File: src/rtl/pec_pkg.sv
// shared constants and types of the pulse event counter and capture unit
package pec_pkg;

  localparam int          WB_AW         = 8;
  localparam int          WB_DW         = 32;
  localparam int          CNT_W         = 8;
  localparam int          PRESC_W       = 7;

  // register byte offsets
  localparam logic [7:0]  OFS_CTRL      = 8'h00;
  localparam logic [7:0]  OFS_REG_A     = 8'h04;
  localparam logic [7:0]  OFS_REG_B     = 8'h08;
  localparam logic [7:0]  OFS_STATUS    = 8'h0c;

  // timer_control_reg field positions
  localparam int          CTRL_RUN_BIT  = 0;
  localparam int          CTRL_MODE_BIT = 1;
  localparam int          CTRL_AUTOCAP_BIT = 2;
  localparam int          CTRL_SEL_LSB  = 4;
  localparam int          CTRL_SEL_MSB  = 6;

  // status field positions
  localparam int          STAT_SUSP_BIT = 8;
  localparam int          STAT_ZERO_BIT = 9;

  // values after reset, and the counter maximum
  localparam logic [7:0]  RST_REG_A     = 8'hff;
  localparam logic [7:0]  RST_REG_B     = 8'hff;
  localparam logic [7:0]  RST_CNT       = 8'h00;
  localparam logic [7:0]  CNT_MAX       = 8'hff;
  localparam logic [2:0]  RST_SEL       = 3'h0;

  typedef enum logic {
    PEC_MODE_EVENT   = 1'b0,
    PEC_MODE_CAPTURE = 1'b1
  } pec_mode_t;

endpackage

File: src/rtl/pec_edge_sync.sv
// two-flop synchroniser with rising and falling edge detection
`timescale 1ns/1ps
module pec_edge_sync (
  input  wire logic clk_in,
  input  wire logic arst_n_in,
  input  wire logic pin_in,
  output logic      rise_out,
  output logic      fall_out
);

  typedef struct packed {
    logic meta;
    logic sync;
    logic prev;
  } pec_sync_t;

  pec_sync_t s_r;
  pec_sync_t s_nxt;

  always_comb begin
    s_nxt      = s_r;
    s_nxt.meta = pin_in;
    s_nxt.sync = s_r.meta;
    s_nxt.prev = s_r.sync;
  end

  always_ff @(posedge clk_in or negedge arst_n_in) begin
    if (!arst_n_in) begin
      s_r <= '0;
    end else begin
      s_r <= s_nxt;
    end
  end

  // only the second and third stages feed the detectors
  assign rise_out = s_r.sync & ~s_r.prev;
  assign fall_out = ~s_r.sync & s_r.prev;

endmodule

File: src/rtl/pec_top.sv
// pulse event counter and capture unit with a classic wishbone slave
//
// The register offsets and the Wishbone slave port were chosen for this implementation.
`timescale 1ns/1ps
module pec_top (
  input  wire logic                        CLK_SYS_IN,
  input  wire logic                        ARST_N_IN,
  input  wire logic                        WB_CYC_IN,
  input  wire logic                        WB_STB_IN,
  input  wire logic                        WB_WE_IN,
  input  wire logic [pec_pkg::WB_AW-1:0]   WB_ADR_IN,
  input  wire logic [3:0]                  WB_SEL_IN,
  input  wire logic [pec_pkg::WB_DW-1:0]   WB_DAT_IN,
  output logic      [pec_pkg::WB_DW-1:0]   WB_DAT_OUT,
  output logic                             WB_ACK_OUT,
  input  wire logic                        EVENT_INPUT_PIN_IN,
  input  wire logic                        STOP_ENTRY_IN,
  output logic                             TIMER_IRQ_OUT
);
  import pec_pkg::*;

  typedef struct packed {
    logic                 run;
    pec_mode_t            mode;
    logic                 auto_capture_enable;
    logic [2:0]           sel;
    logic [CNT_W-1:0]     cnt;
    logic [CNT_W-1:0]     reg_a;
    logic [CNT_W-1:0]     reg_b;
    logic                 zero_hold;
    logic                 susp;
    logic [PRESC_W-1:0]   presc;
    logic                 irq;
    logic                 ack;
    logic [WB_DW-1:0]     dat;
  } pec_state_t;

  pec_state_t s_r;
  pec_state_t s_nxt;

  logic               pin_rise;
  logic               pin_fall;
  logic               stop_meta_r;
  logic               stop_sync_r;
  logic               req;
  logic               wr_ctrl;
  logic               wr_a;
  logic               rd_a;
  logic               tick;
  logic [PRESC_W-1:0] tick_mask;
  logic               ev_match;
  logic               cap_ovf;

  pec_edge_sync u_pin_sync (
    .clk_in    (CLK_SYS_IN),
    .arst_n_in (ARST_N_IN),
    .pin_in    (EVENT_INPUT_PIN_IN),
    .rise_out  (pin_rise),
    .fall_out  (pin_fall)
  );

  // stop entry comes from outside this clock, so it is synchronised too
  always_ff @(posedge CLK_SYS_IN or negedge ARST_N_IN) begin
    if (!ARST_N_IN) begin
      stop_meta_r <= 1'b0;
      stop_sync_r <= 1'b0;
    end else begin
      stop_meta_r <= STOP_ENTRY_IN;
      stop_sync_r <= stop_meta_r;
    end
  end

  // each request is taken once, in the cycle before ack rises
  assign req     = WB_CYC_IN & WB_STB_IN & ~s_r.ack;
  assign wr_ctrl = req & WB_WE_IN & WB_SEL_IN[0] & (WB_ADR_IN == OFS_CTRL);
  assign wr_a    = req & WB_WE_IN & WB_SEL_IN[0] & (WB_ADR_IN == OFS_REG_A);
  assign rd_a    = req & ~WB_WE_IN & (WB_ADR_IN == OFS_REG_A);

  // capture source clock: one tick every 2**sel system cycles
  assign tick_mask = PRESC_W'((8'h01 << s_r.sel) - 8'h01);
  assign tick      = (s_r.presc & tick_mask) == tick_mask;

  assign ev_match = s_r.run & (s_r.mode == PEC_MODE_EVENT) & pin_fall
                    & (s_r.cnt == s_r.reg_a);
  assign cap_ovf  = s_r.run & (s_r.mode == PEC_MODE_CAPTURE) & tick & ~s_r.susp
                    & ~pin_rise & (s_r.cnt == CNT_MAX);

  always_comb begin
    s_nxt       = s_r;
    s_nxt.irq   = 1'b0;
    s_nxt.presc = s_r.presc + PRESC_W'(1);

    if (s_r.run && s_r.mode == PEC_MODE_EVENT) begin
      if (pin_rise) begin
        s_nxt.cnt       = s_r.cnt + CNT_W'(1);
        s_nxt.zero_hold = 1'b0;
      end
      if (ev_match) begin
        // match is judged at the falling edge only
        s_nxt.irq       = 1'b1;
        s_nxt.cnt       = RST_CNT;
        s_nxt.zero_hold = 1'b1;
      end
      // the zero left by a match stays out of reg b
      if (s_r.auto_capture_enable && !s_r.zero_hold) begin
        s_nxt.reg_b = s_r.cnt;
      end
    end else if (s_r.run && s_r.mode == PEC_MODE_CAPTURE) begin
      // auto-capture has no effect here
      if (tick) begin
        s_nxt.cnt = s_r.cnt + CNT_W'(1);
      end
      if (!s_r.susp) begin
        if (pin_fall) begin
          s_nxt.reg_b = s_r.cnt;
        end
        if (pin_rise) begin
          // reg b untouched on a rising edge, so a first rise captures only a
          s_nxt.reg_a = s_r.cnt;
          s_nxt.irq   = 1'b1;
          s_nxt.cnt   = RST_CNT;
        end else if (cap_ovf) begin
          s_nxt.reg_a = CNT_MAX;
          s_nxt.irq   = 1'b1;
          s_nxt.cnt   = RST_CNT;
          s_nxt.susp  = 1'b1;
        end
      end
    end

    // hardware captures outrank a software write of reg a in the same cycle
    if (wr_a && !(s_r.run && s_r.mode == PEC_MODE_CAPTURE && !s_r.susp
                  && (pin_rise || cap_ovf))) begin
      s_nxt.reg_a = WB_DAT_IN[CNT_W-1:0];
    end
    if (rd_a && !cap_ovf) begin
      s_nxt.susp = 1'b0;
    end

    if (wr_ctrl) begin
      s_nxt.run  = WB_DAT_IN[CTRL_RUN_BIT];
      s_nxt.mode = pec_mode_t'(WB_DAT_IN[CTRL_MODE_BIT]);
      s_nxt.auto_capture_enable = WB_DAT_IN[CTRL_AUTOCAP_BIT];
      s_nxt.sel  = WB_DAT_IN[CTRL_SEL_MSB:CTRL_SEL_LSB];
    end
    if (stop_sync_r) begin
      s_nxt.run = 1'b0;
    end
    // a stopped counter is held at zero and capture restarts clean
    if (!s_nxt.run) begin
      s_nxt.cnt       = RST_CNT;
      s_nxt.zero_hold = 1'b0;
      s_nxt.susp      = 1'b0;
    end

    s_nxt.ack = req;
    s_nxt.dat = '0;
    if (req && !WB_WE_IN) begin
      case (WB_ADR_IN)
        OFS_CTRL: begin
          s_nxt.dat[CTRL_RUN_BIT]              = s_r.run;
          s_nxt.dat[CTRL_MODE_BIT]             = s_r.mode;
          s_nxt.dat[CTRL_AUTOCAP_BIT]          = s_r.auto_capture_enable;
          s_nxt.dat[CTRL_SEL_MSB:CTRL_SEL_LSB] = s_r.sel;
        end
        OFS_REG_A: begin
          s_nxt.dat[CNT_W-1:0] = s_r.reg_a;
        end
        OFS_REG_B: begin
          s_nxt.dat[CNT_W-1:0] = s_r.reg_b;
        end
        OFS_STATUS: begin
          s_nxt.dat[CNT_W-1:0]     = s_r.cnt;
          s_nxt.dat[STAT_SUSP_BIT] = s_r.susp;
          s_nxt.dat[STAT_ZERO_BIT] = s_r.zero_hold;
        end
        default: begin
          s_nxt.dat = '0;
        end
      endcase
    end
  end

  always_ff @(posedge CLK_SYS_IN or negedge ARST_N_IN) begin
    if (!ARST_N_IN) begin
      s_r       <= '0;
      s_r.mode  <= PEC_MODE_EVENT;
      s_r.sel   <= RST_SEL;
      s_r.cnt   <= RST_CNT;
      s_r.reg_a <= RST_REG_A;
      s_r.reg_b <= RST_REG_B;
    end else begin
      s_r <= s_nxt;
    end
  end

  assign WB_DAT_OUT    = s_r.dat;
  assign WB_ACK_OUT    = s_r.ack;
  assign TIMER_IRQ_OUT = s_r.irq;

  // edges come from the two-flop synchroniser, never the raw pin
  property p_ev_count;
    @(posedge CLK_SYS_IN) disable iff (!ARST_N_IN)
    (s_r.run && s_r.mode == PEC_MODE_EVENT && pin_rise && !wr_ctrl && !stop_sync_r)
      |=> s_r.cnt == $past(s_r.cnt) + CNT_W'(1);
  endproperty
  a_ev_count: assert property (p_ev_count) else $error("event count missed a rise");

  property p_ev_match_clear;
    @(posedge CLK_SYS_IN) disable iff (!ARST_N_IN)
    (ev_match && !wr_ctrl && !stop_sync_r) |=> (s_r.cnt == RST_CNT) ##1 s_r.irq == 1'b0;
  endproperty
  a_ev_match_clear: assert property (p_ev_match_clear) else $error("no clear on match");

  property p_ev_irq_on_fall;
    @(posedge CLK_SYS_IN) disable iff (!ARST_N_IN)
    $rose(s_r.irq) && $past(s_r.mode) == PEC_MODE_EVENT |-> $past(pin_fall);
  endproperty
  a_ev_irq_on_fall: assert property (p_ev_irq_on_fall) else $error("irq not at a fall");

  property p_autocap_copy;
    @(posedge CLK_SYS_IN) disable iff (!ARST_N_IN)
    (s_r.run && s_r.mode == PEC_MODE_EVENT && s_r.auto_capture_enable && !s_r.zero_hold)
      |=> s_r.reg_b == $past(s_r.cnt);
  endproperty
  a_autocap_copy: assert property (p_autocap_copy) else $error("auto-capture missed");

  property p_autocap_skip_zero;
    @(posedge CLK_SYS_IN) disable iff (!ARST_N_IN)
    (s_r.zero_hold && s_r.mode == PEC_MODE_EVENT) |=> $stable(s_r.reg_b);
  endproperty
  a_autocap_skip_zero: assert property (p_autocap_skip_zero)
    else $error("zero was captured");

  property p_cap_fall;
    @(posedge CLK_SYS_IN) disable iff (!ARST_N_IN)
    (s_r.run && s_r.mode == PEC_MODE_CAPTURE && !s_r.susp && pin_fall)
      |=> s_r.reg_b == $past(s_r.cnt);
  endproperty
  a_cap_fall: assert property (p_cap_fall) else $error("fall capture missed");

  property p_cap_rise;
    @(posedge CLK_SYS_IN) disable iff (!ARST_N_IN)
    (s_r.run && s_r.mode == PEC_MODE_CAPTURE && !s_r.susp && pin_rise && !wr_ctrl
     && !stop_sync_r) |=> s_r.irq && s_r.reg_a == $past(s_r.cnt) && s_r.cnt == RST_CNT
     && $stable(s_r.reg_b);
  endproperty
  a_cap_rise: assert property (p_cap_rise) else $error("rise capture wrong");

  property p_cap_ovf;
    @(posedge CLK_SYS_IN) disable iff (!ARST_N_IN)
    (cap_ovf && !wr_ctrl && !stop_sync_r)
      |=> s_r.irq && s_r.susp && s_r.reg_a == CNT_MAX && s_r.cnt == RST_CNT;
  endproperty
  a_cap_ovf: assert property (p_cap_ovf) else $error("overflow handling wrong");

  property p_susp_hold;
    @(posedge CLK_SYS_IN) disable iff (!ARST_N_IN)
    (s_r.susp && !rd_a && s_nxt.run) |=> s_r.susp && !s_r.irq;
  endproperty
  a_susp_hold: assert property (p_susp_hold) else $error("suspend dropped early");

  property p_stop_clears_run;
    @(posedge CLK_SYS_IN) disable iff (!ARST_N_IN)
    stop_sync_r |=> !s_r.run ##1 (s_r.cnt == RST_CNT || s_r.run);
  endproperty
  a_stop_clears_run: assert property (p_stop_clears_run) else $error("stop kept run");

  // several sources raise irq; none may stretch it past one cycle
  property p_irq_pulse;
    @(posedge CLK_SYS_IN) disable iff (!ARST_N_IN)
    s_r.irq |=> !s_r.irq;
  endproperty
  a_irq_pulse: assert property (p_irq_pulse) else $error("irq held too long");

  property p_cap_no_autocap;
    @(posedge CLK_SYS_IN) disable iff (!ARST_N_IN)
    (s_r.run && s_r.mode == PEC_MODE_CAPTURE && !pin_fall) |=> $stable(s_r.reg_b);
  endproperty
  a_cap_no_autocap: assert property (p_cap_no_autocap) else $error("reg b moved");

  property p_susp_frozen;
    @(posedge CLK_SYS_IN) disable iff (!ARST_N_IN)
    (s_r.run && s_r.mode == PEC_MODE_CAPTURE && s_r.susp && !wr_a)
      |=> $stable(s_r.reg_a) && $stable(s_r.reg_b);
  endproperty
  a_susp_frozen: assert property (p_susp_frozen) else $error("capture while suspended");

  property p_stopped_idle;
    @(posedge CLK_SYS_IN) disable iff (!ARST_N_IN)
    (!s_r.run && !wr_ctrl) |=> s_r.cnt == RST_CNT && !s_r.irq;
  endproperty
  a_stopped_idle: assert property (p_stopped_idle) else $error("stopped counter moved");

endmodule

File: config.mk
export PLATFORM = sky130hd
export DESIGN_NAME = pec_top
export DESIGN_NICKNAME = d
export VERILOG_FILES = /design/src/rtl/pec_pkg.sv /design/src/rtl/pec_edge_sync.sv /design/src/rtl/pec_top.sv
export SDC_FILE = /design/constraint.sdc
export NUM_CORES = 1
export LEC_CHECK = 0
export ABC_AREA = 1
export BUFFER_PORTS_ARGS = -buffer_cell sky130_fd_sc_hd__buf_2
export CAP_MARGIN = 20
export CORE_ASPECT_RATIO = 0.6
export CORE_MARGIN = 10
export CORE_UTILIZATION = 45
export DETAILED_ROUTE_END_ITERATION = 10
export GPL_TIMING_DRIVEN = 1
export PLACE_DENSITY = 0.69
export SYNTH_ARGS = -nofsm -noshare
export SYNTH_HDL_FRONTEND = slang
export SYNTH_HIERARCHICAL = 1
export SYNTH_SLANG_ARGS = --single-unit
File: constraint.sdc
create_clock -name CLK_SYS_IN -period 2.4 [get_ports CLK_SYS_IN]
set_clock_uncertainty 0.05 [all_clocks]
set_input_delay 0.24 -clock CLK_SYS_IN [delete_from_list [all_inputs] [get_ports CLK_SYS_IN]]
set_output_delay 0.24 -clock CLK_SYS_IN [all_outputs]
set_load 0.02 [all_outputs]
# ---- Yosys cells after proc, flatten, opt, wreduce, memory -nomap -nowiden
# Index checks and enable logic that the tools add are counted.
dict set report op_classes {
  add_sub_neg 3
  n_eq_ne 16
  n_shift 1
  mux 37
  n_bitwise 26
  n_reduce_logical 24
}
# cell n
set ops {}
lappend ops {{two-way mux 8 bit} 10}
lappend ops {{two-way mux 24 bit} 2}
lappend ops {{two-way mux 16 bit} 2}
lappend ops {{one-hot mux 3 bit (4 select lines)} 2}
lappend ops {{AND 1 bit} 18}
lappend ops {{== test 8 x 4 -> 1 bit, second input constant} 2}
lappend ops {{two-way mux 1 bit} 15}
lappend ops {{two-way mux 10 bit} 1}
lappend ops {{inequality test 2 x 1 -> 1 bit, second input constant} 5}
lappend ops {{inequality test 3 x 1 -> 1 bit, second input constant} 3}
lappend ops {{adder 8 x 1 -> 8 bit, second input constant} 1}
lappend ops {{== test 8 x 3 -> 1 bit, second input constant} 1}
lappend ops {{== test 8 bit} 1}
lappend ops {{== test 8 bit, second input constant} 1}
lappend ops {{logical AND 1 bit} 8}
lappend ops {{logical NOT 8 bit} 1}
lappend ops {{AND reduction 4 bit} 2}
lappend ops {{adder 7 x 1 -> 7 bit, second input constant} 1}
lappend ops {{AND 7 bit} 1}
lappend ops {{== test 7 bit} 1}
lappend ops {{NOT 1 bit} 7}
lappend ops {{<< shifter 1 x 3 -> 7 bit, first input constant} 1}
lappend ops {{subtractor 7 x 1 -> 7 bit, second input constant} 1}
lappend ops {{two-way mux 6 bit} 1}
lappend ops {{other kinds (9)} 19}
dict set report totals {
  regBits 78
}

# ---- Depth between registers and ports, before layout
dict set report logic_depth {
  depth_word 15
  depth_mapped 17
  mapped_depth_nobuf 16
}

# ---- By module
# Netlist, hierarchy kept.
# module n_inst cells_each area_per_inst_um2 seq_area_each_um2
set modules_own_cells {}
lappend modules_own_cells {pec_top 1 442 3452.1 1346.3}
lappend modules_own_cells {pec_edge_sync 1 7 90.1 75.1}

# ---- Least setup slack after synthesis
# Ideal clock, no wire load.
dict set report synth_path {
  path_kind {reg-to-reg}
  start {register s_r[68] (netlist bit)}
  end {register s_r[57] (netlist bit)}
  setup_time_ps 82
  arrival_ps 1958
  path_slack_ps 310
  stages_incl_launch_ff 17
  n_path_buf 2
  period_less_slack_ps 2090
  cell_sequence {dfrtp_1 -> buf_6 -> nor2_2 -> nand2_1 -> ha_1 -> inv_1 -> nand2_1 -> nand2_1 -> nor2_1 -> nand2_2 -> nor2_8 -> nand4_4 -> nand2_4 -> nand2_4 -> buf_6 -> nand3_1 -> nand3_1}
}
dict set report synth_via {
  elab_chain_len 14
  elab_cells_between_ends 18
}
# element line
set synth_rtl {}
lappend synth_rtl {{from (decl)} pec_top.sv:38} ;# pec_state_t s_r;
lappend synth_rtl {{from (signal assigned)} pec_top.sv:193} ;# s_r <= s_nxt;
lappend synth_rtl {{<< shifter 1 x 3 -> 7 bit (*)} pec_top.sv:80} ;# assign tick_mask = PRESC_W'((8'h01 << s_r.sel) - 8'h01);
lappend synth_rtl {{subtractor 7 x 1 -> 7 bit (*)} pec_top.sv:80}
lappend synth_rtl {{AND 7 bit} pec_top.sv:81} ;# assign tick = (s_r.presc & tick_mask) == tick_mask;
lappend synth_rtl {{== test 7 bit (*)} pec_top.sv:81}
lappend synth_rtl {{AND 1 bit (*) (2 in a row)} pec_top.sv:85} ;# assign cap_ovf = s_r.run & (s_r.mode == PEC_MODE_CAPTURE) & tick & ~s_r.susp
lappend synth_rtl {{AND 1 bit (*) (2 in a row)} pec_top.sv:86} ;# & ~pin_rise & (s_r.cnt == CNT_MAX);
lappend synth_rtl {{logical OR 1 bit} pec_top.sv:133} ;# && (pin_rise || cap_ovf))) begin
lappend synth_rtl {{logical AND 1 bit} pec_top.sv:133}
lappend synth_rtl {{logical NOT 1 bit} pec_top.sv:132} ;# if (wr_a && !(s_r.run && s_r.mode == PEC_MODE_CAPTURE && !s_r.susp
lappend synth_rtl {{logical AND 1 bit} pec_top.sv:132}
lappend synth_rtl {{inequality test 2 x 1 -> 1 bit (no source line), or another cell as far along} --}
lappend synth_rtl {{AND reduction 4 bit (no source line)} --}
# Mark *: on every way between the ends. The rest lies on a longest branch, timed or not.
# A chain may end at the register's enable or synchronous reset.

# ---- Final worst setup path
dict set report layout_path {
  start {register s_r[69] (netlist bit)}
  end {register s_r[66] (netlist bit)}
}
dict set report layout_via {
  elab_chain_len 14
  elab_cells_between_ends 15
}
# element line
set layout_rtl {}
lappend layout_rtl {{<< shifter 1 x 3 -> 7 bit (*)} pec_top.sv:80}
lappend layout_rtl {{subtractor 7 x 1 -> 7 bit (*)} pec_top.sv:80}
lappend layout_rtl {{AND 7 bit} pec_top.sv:81}
lappend layout_rtl {{== test 7 bit (*)} pec_top.sv:81}
lappend layout_rtl {{AND 1 bit (2 in a row)} pec_top.sv:85}
lappend layout_rtl {{AND 1 bit (2 in a row)} pec_top.sv:86}
lappend layout_rtl {{two-way mux 16 bit} pec_top.sv:122} ;# end else if (cap_ovf) begin
lappend layout_rtl {{two-way mux 16 bit} pec_top.sv:117} ;# if (pin_rise) begin
lappend layout_rtl {{two-way mux 24 bit (*)} pec_top.sv:113} ;# if (!s_r.susp) begin
lappend layout_rtl {{two-way mux 24 bit (*)} pec_top.sv:108} ;# end else if (s_r.run && s_r.mode == PEC_MODE_CAPTURE) begin
lappend layout_rtl {{two-way mux 8 bit (*)} pec_top.sv:93} ;# if (s_r.run && s_r.mode == PEC_MODE_EVENT) begin
lappend layout_rtl {{two-way mux 8 bit (*)} pec_top.sv:150} ;# if (!s_nxt.run) begin
# Mark *: on every way between the ends. The rest lies on a longest branch, timed or not. The select of a mux whose other input is x is not followed.

==> flow_summary.yaml <==
run_status:
  outcome: "finished clean"
finish:
  drive_above_1_share: 0.216
  nets: 540
  instances_no_fill: 591
  diodes: 0
  area.growth.synth_to_final_pct: 10.2
grt:
  grt_pass1_wl_mm: 15.9
  grt_max_degree: 23
  grtUsageTotal: 0.170
  overflow: 0
  grt_pass1_vias: 2928
  antenna_found_initial: 0
yosys:
  ys_warn_count: 6
  syn_inst: 449
  netlist_area_um2: 3540
  synth_seq_cells: 56
  synth_seq_area_share: 0.401
  yosysUniqueCellTypes: 36
  synth.avg_cell_area_um2: 7.89
place:
  gp_congestion: 0.947
  post-place-cells: 580
  place_hpwl_mm: 7.29
  io_buffers: 35
min_path:
  hold_path.class: "in2reg"
  holdPathStages: 3
cts:
  cts_tree: "built"
  root_buffer: "clkbuf_16"
  clk_pin_slew_ns: 0.08
  numCtsBuffers: 5
  clkLatencyLatePin_ns: 0.31
  cts_buffer_depth: 2
  clock-sinks: 56
  cts_setup_buffers: 0
  h-tree-depth: 2
floorplan:
  die_y_um: 88.7
  start_util: 0.476
  rows: 24
  die_area_um2: 11900
  io_pins: 85
  core_area_um2: 7450
  die_w_um: 135
route:
  drt_iter0_drc: 266
  dr.pass1.iters: 5
  ant_nets: 0
  detail_route.wl_per_cell_um: 16.5
  num_vias: 3102
  finalWirelength_mm: 9.73
  viasPerCell: 5.25
  route.detailed.drc: 0
worst_setup_path:
  crit_arrival_ns: 2.40
  rrSetupSlack_ns: 0.16
  worst-path-max-fanout: 8
  setup.worst_path.start_class: "flip-flop"
  startpoint: "s_r[69]$_DFFE_PN0P_"
  crit_end: "s_r[66]$_DFFE_PN0P_"
  path_class: "reg2reg"
  r2r_end: "s_r[66]$_DFFE_PN0P_"
  cp-end-kind: "flip-flop"
  rr_startpoint: "s_r[69]$_DFFE_PN0P_"
  critPathRequiredTime_ns: 2.55
  worstRegToRegCells: 16
sta:
  setup_tns_ns: 0
  hold_violations: 0
  min_period_ns: 2.24
  slew_violations: 0
  setup_viol: 0
  min_period_over_period: 0.934
  max_freq_mhz: 446
  tightest_slew_ns: 0.543
  relSlewSlack: 0.638
pwr:
  powerDensity_nw_per_um2: 482
  vdd_drop_max_mv: 0.273
  p_leak_nw: 1.90
job:
  maxCapViolCount: 0
## sequential cells by signal (all words and copies together), names as in the netlist
| signal | flops |
|---|---|
| s_r | 39 |
| WB_DAT_OUT | 10 |
| u_pin_sync/s_nxt | 2 |
| TIMER_IRQ_OUT | 1 |
| WB_ACK_OUT | 1 |
| stop_meta_r | 1 |
| stop_sync_r | 1 |
| u_pin_sync/s_r | 1 |
## per-layer routing
layer / up-vias / part of all wire / wire (um) / global-route usage
met5: - / 0 / 0 / 0
met2: 138 / 0.41 / 4010 / 0.250
met4: 0 / 0.015 / 143 / 0.0570
met3: 10 / 0.092 / 892 / 0.0469
met1: 1473 / 0.48 / 4680 / 0.236
li1: 1481 / - / - / -
## cell families after synthesis
group,share of synthesized area
other,0.00106
muxes,0.00636
buffers and inverters,0.151
DFF,0.401
AOI/OAI and AO/OA,0.0925
xor gates and xnor gates,0.0396
and+or+nand+nor,0.297
adders and majority gates,0.0106
## cell usage in the layout (no fill, tap or decap), types with 2 or more instances in the layout
| cell | n |
|---|---|
| a31oi_1 | 2 |
| nand3_1 | 44 |
| xnor2_1 | 3 |
| a21oi_1 | 31 |
| nor2_4 | 4 |
| dlygate4sd3_1 | 3 |
| buf_2 | 35 |
| nor2_2 | 5 |
| nand2_1 | 81 |
| mux2_2 | 2 |
| o31ai_1 | 2 |
| xor2_1 | 13 |
| inv_2 | 4 |
| nand2_2 | 3 |
| conb_1 | 22 |
| ha_1 | 3 |
| nand3_2 | 4 |
| o21ai_0 | 19 |
| inv_1 | 55 |
| nor2_1 | 31 |
| nand2_4 | 4 |
| o22ai_1 | 6 |
| nor3_1 | 10 |
| dfrtp_1 | 39 |
| buf_4 | 14 |
| clkbuf_16 | 5 |
| dfstp_2 | 16 |
| nand4_1 | 14 |
## timing repair
| item | 4_1_cts | 5_1_grt |
|---|---|---|
| endpoints found under the hold margin | 11 | 0 |
| resized for setup | 0 | 3 |
| hold buffers | 3 | 0 |
| endpoints found under the setup margin | 0 | 6 |
## layout make-up
| cell class | instances | area [um2] |
|---|---|---|
| Clock inverter | 3 | 21.3 |
| Fill cell | 742 | 3540 |
| Clock buffer | 5 | 125 |
| Tap cell | 104 | 130 |
| Multi-Input combinational cell | 312 | 1670 |
| Timing Repair Buffer | 52 | 310 |
| Inverter | 59 | 221 |
| Sequential cell | 56 | 1420 |
## worst min-delay path by stage
| stage | start | to |
|---|---|---|
| detailed placement | ARST_N_IN | s_r[37]$_DFF_PN0_ |
| global route | WB_DAT_IN[6] | s_r[57]$_DFFE_PN1P_ |
| finish | WB_DAT_IN[7] | s_r[58]$_DFFE_PN1P_ |
| CTS | WB_DAT_IN[7] | s_r[58]$_DFFE_PN1P_ |
| floorplan | ARST_N_IN | TIMER_IRQ_OUT$_DFF_PN0_ |
| global placement | ARST_N_IN | s_r[37]$_DFF_PN0_ |
## synthesized netlist by cell type
| library cell | count | share of area |
|---|---|---|
| nand2_1 | 81 | 0.086 |
| inv_1 | 55 | 0.058 |
| nand3_1 | 44 | 0.062 |
| dfrtp_1 | 40 | 0.28 |
| buf_4 | 33 | 0.070 |
| a21oi_1 | 31 | 0.044 |
| nor2_1 | 31 | 0.033 |
| o21ai_0 | 20 | 0.028 |
| dfstp_2 | 16 | 0.12 |
| nand4_1 | 14 | 0.025 |
| xor2_1 | 13 | 0.032 |
| nor3_1 | 10 | 0.014 |
| o22ai_1 | 6 | 0.011 |
| nand2_4 | 5 | 0.016 |
| nor2_2 | 5 | 0.0088 |
| buf_2 | 4 | 0.0057 |
| inv_2 | 4 | 0.0042 |
| nand3_2 | 4 | 0.011 |
| nor2_4 | 4 | 0.013 |
| buf_6 | 3 | 0.0095 |
| ha_1 | 3 | 0.011 |
| nand2_2 | 3 | 0.0053 |
| xnor2_1 | 3 | 0.0074 |
| a31oi_1 | 2 | 0.0035 |
| clkbuf_1 | 2 | 0.0021 |
| mux2_2 | 2 | 0.0064 |
| o31ai_1 | 2 | 0.0042 |
| clkbuf_2 | 1 | 0.0014 |
| conb_1 | 1 | 0.0011 |
| nand3b_1 | 1 | 0.0021 |
| nand4_2 | 1 | 0.0035 |
| nand4_4 | 1 | 0.0060 |
| nor2_8 | 1 | 0.0057 |
| nor3_4 | 1 | 0.0046 |
| nor4_1 | 1 | 0.0018 |
| o211ai_1 | 1 | 0.0021 |
## per-stage QoR
| step | util | power (mW) | hold slack (ns) | setup slack [ns] | area [um2] |
|---|---|---|---|---|---|
| CTS | 0.523 | 1.89 | 0.131 | 0.169 | 3890 |
| global placement | 0.499 | 1.11 | 0.190 | 0.238 | 3720 |
| global route | 0.524 | 1.94 | 0.141 | -0.00148 | 3900 |
| floorplan | - | 1.08 | -0.106 | 0.310 | 3620 |
| finish | 0.524 | 1.88 | 0.131 | 0.158 | 3900 |
| detailed placement | 0.499 | 1.12 | 0.201 | 0.193 | 3720 |
## power breakdown
part / internal, mW / switching, mW / total, mW / leakage [nW]
sequential: 0.952 / 0.00474 / 0.957 / 0.692
combinational: 0.0418 / 0.105 / 0.147 / 1.13
clock: 0.391 / 0.386 / 0.776 / 0.0702
total: 1.38 / 0.496 / 1.88 / 1.90
## critical path: stages, from the launching register on
cell and delay (ns):
dfrtp_1 0.40, nor2_2 0.14, nand2_1 0.08, ha_1 0.28
inv_1 0.04, nand2_1 0.05, nand2_1 0.05, nor2_1 0.12
nand2_2 0.10, nor2_8 0.17, nand4_4 0.10, nand2_4 0.15
nand2_2 0.16, nand2_1 0.10, nand2_1 0.05, nand2_1 0.05
nand2_1 0.05
(Power assumes the default switching activity.)
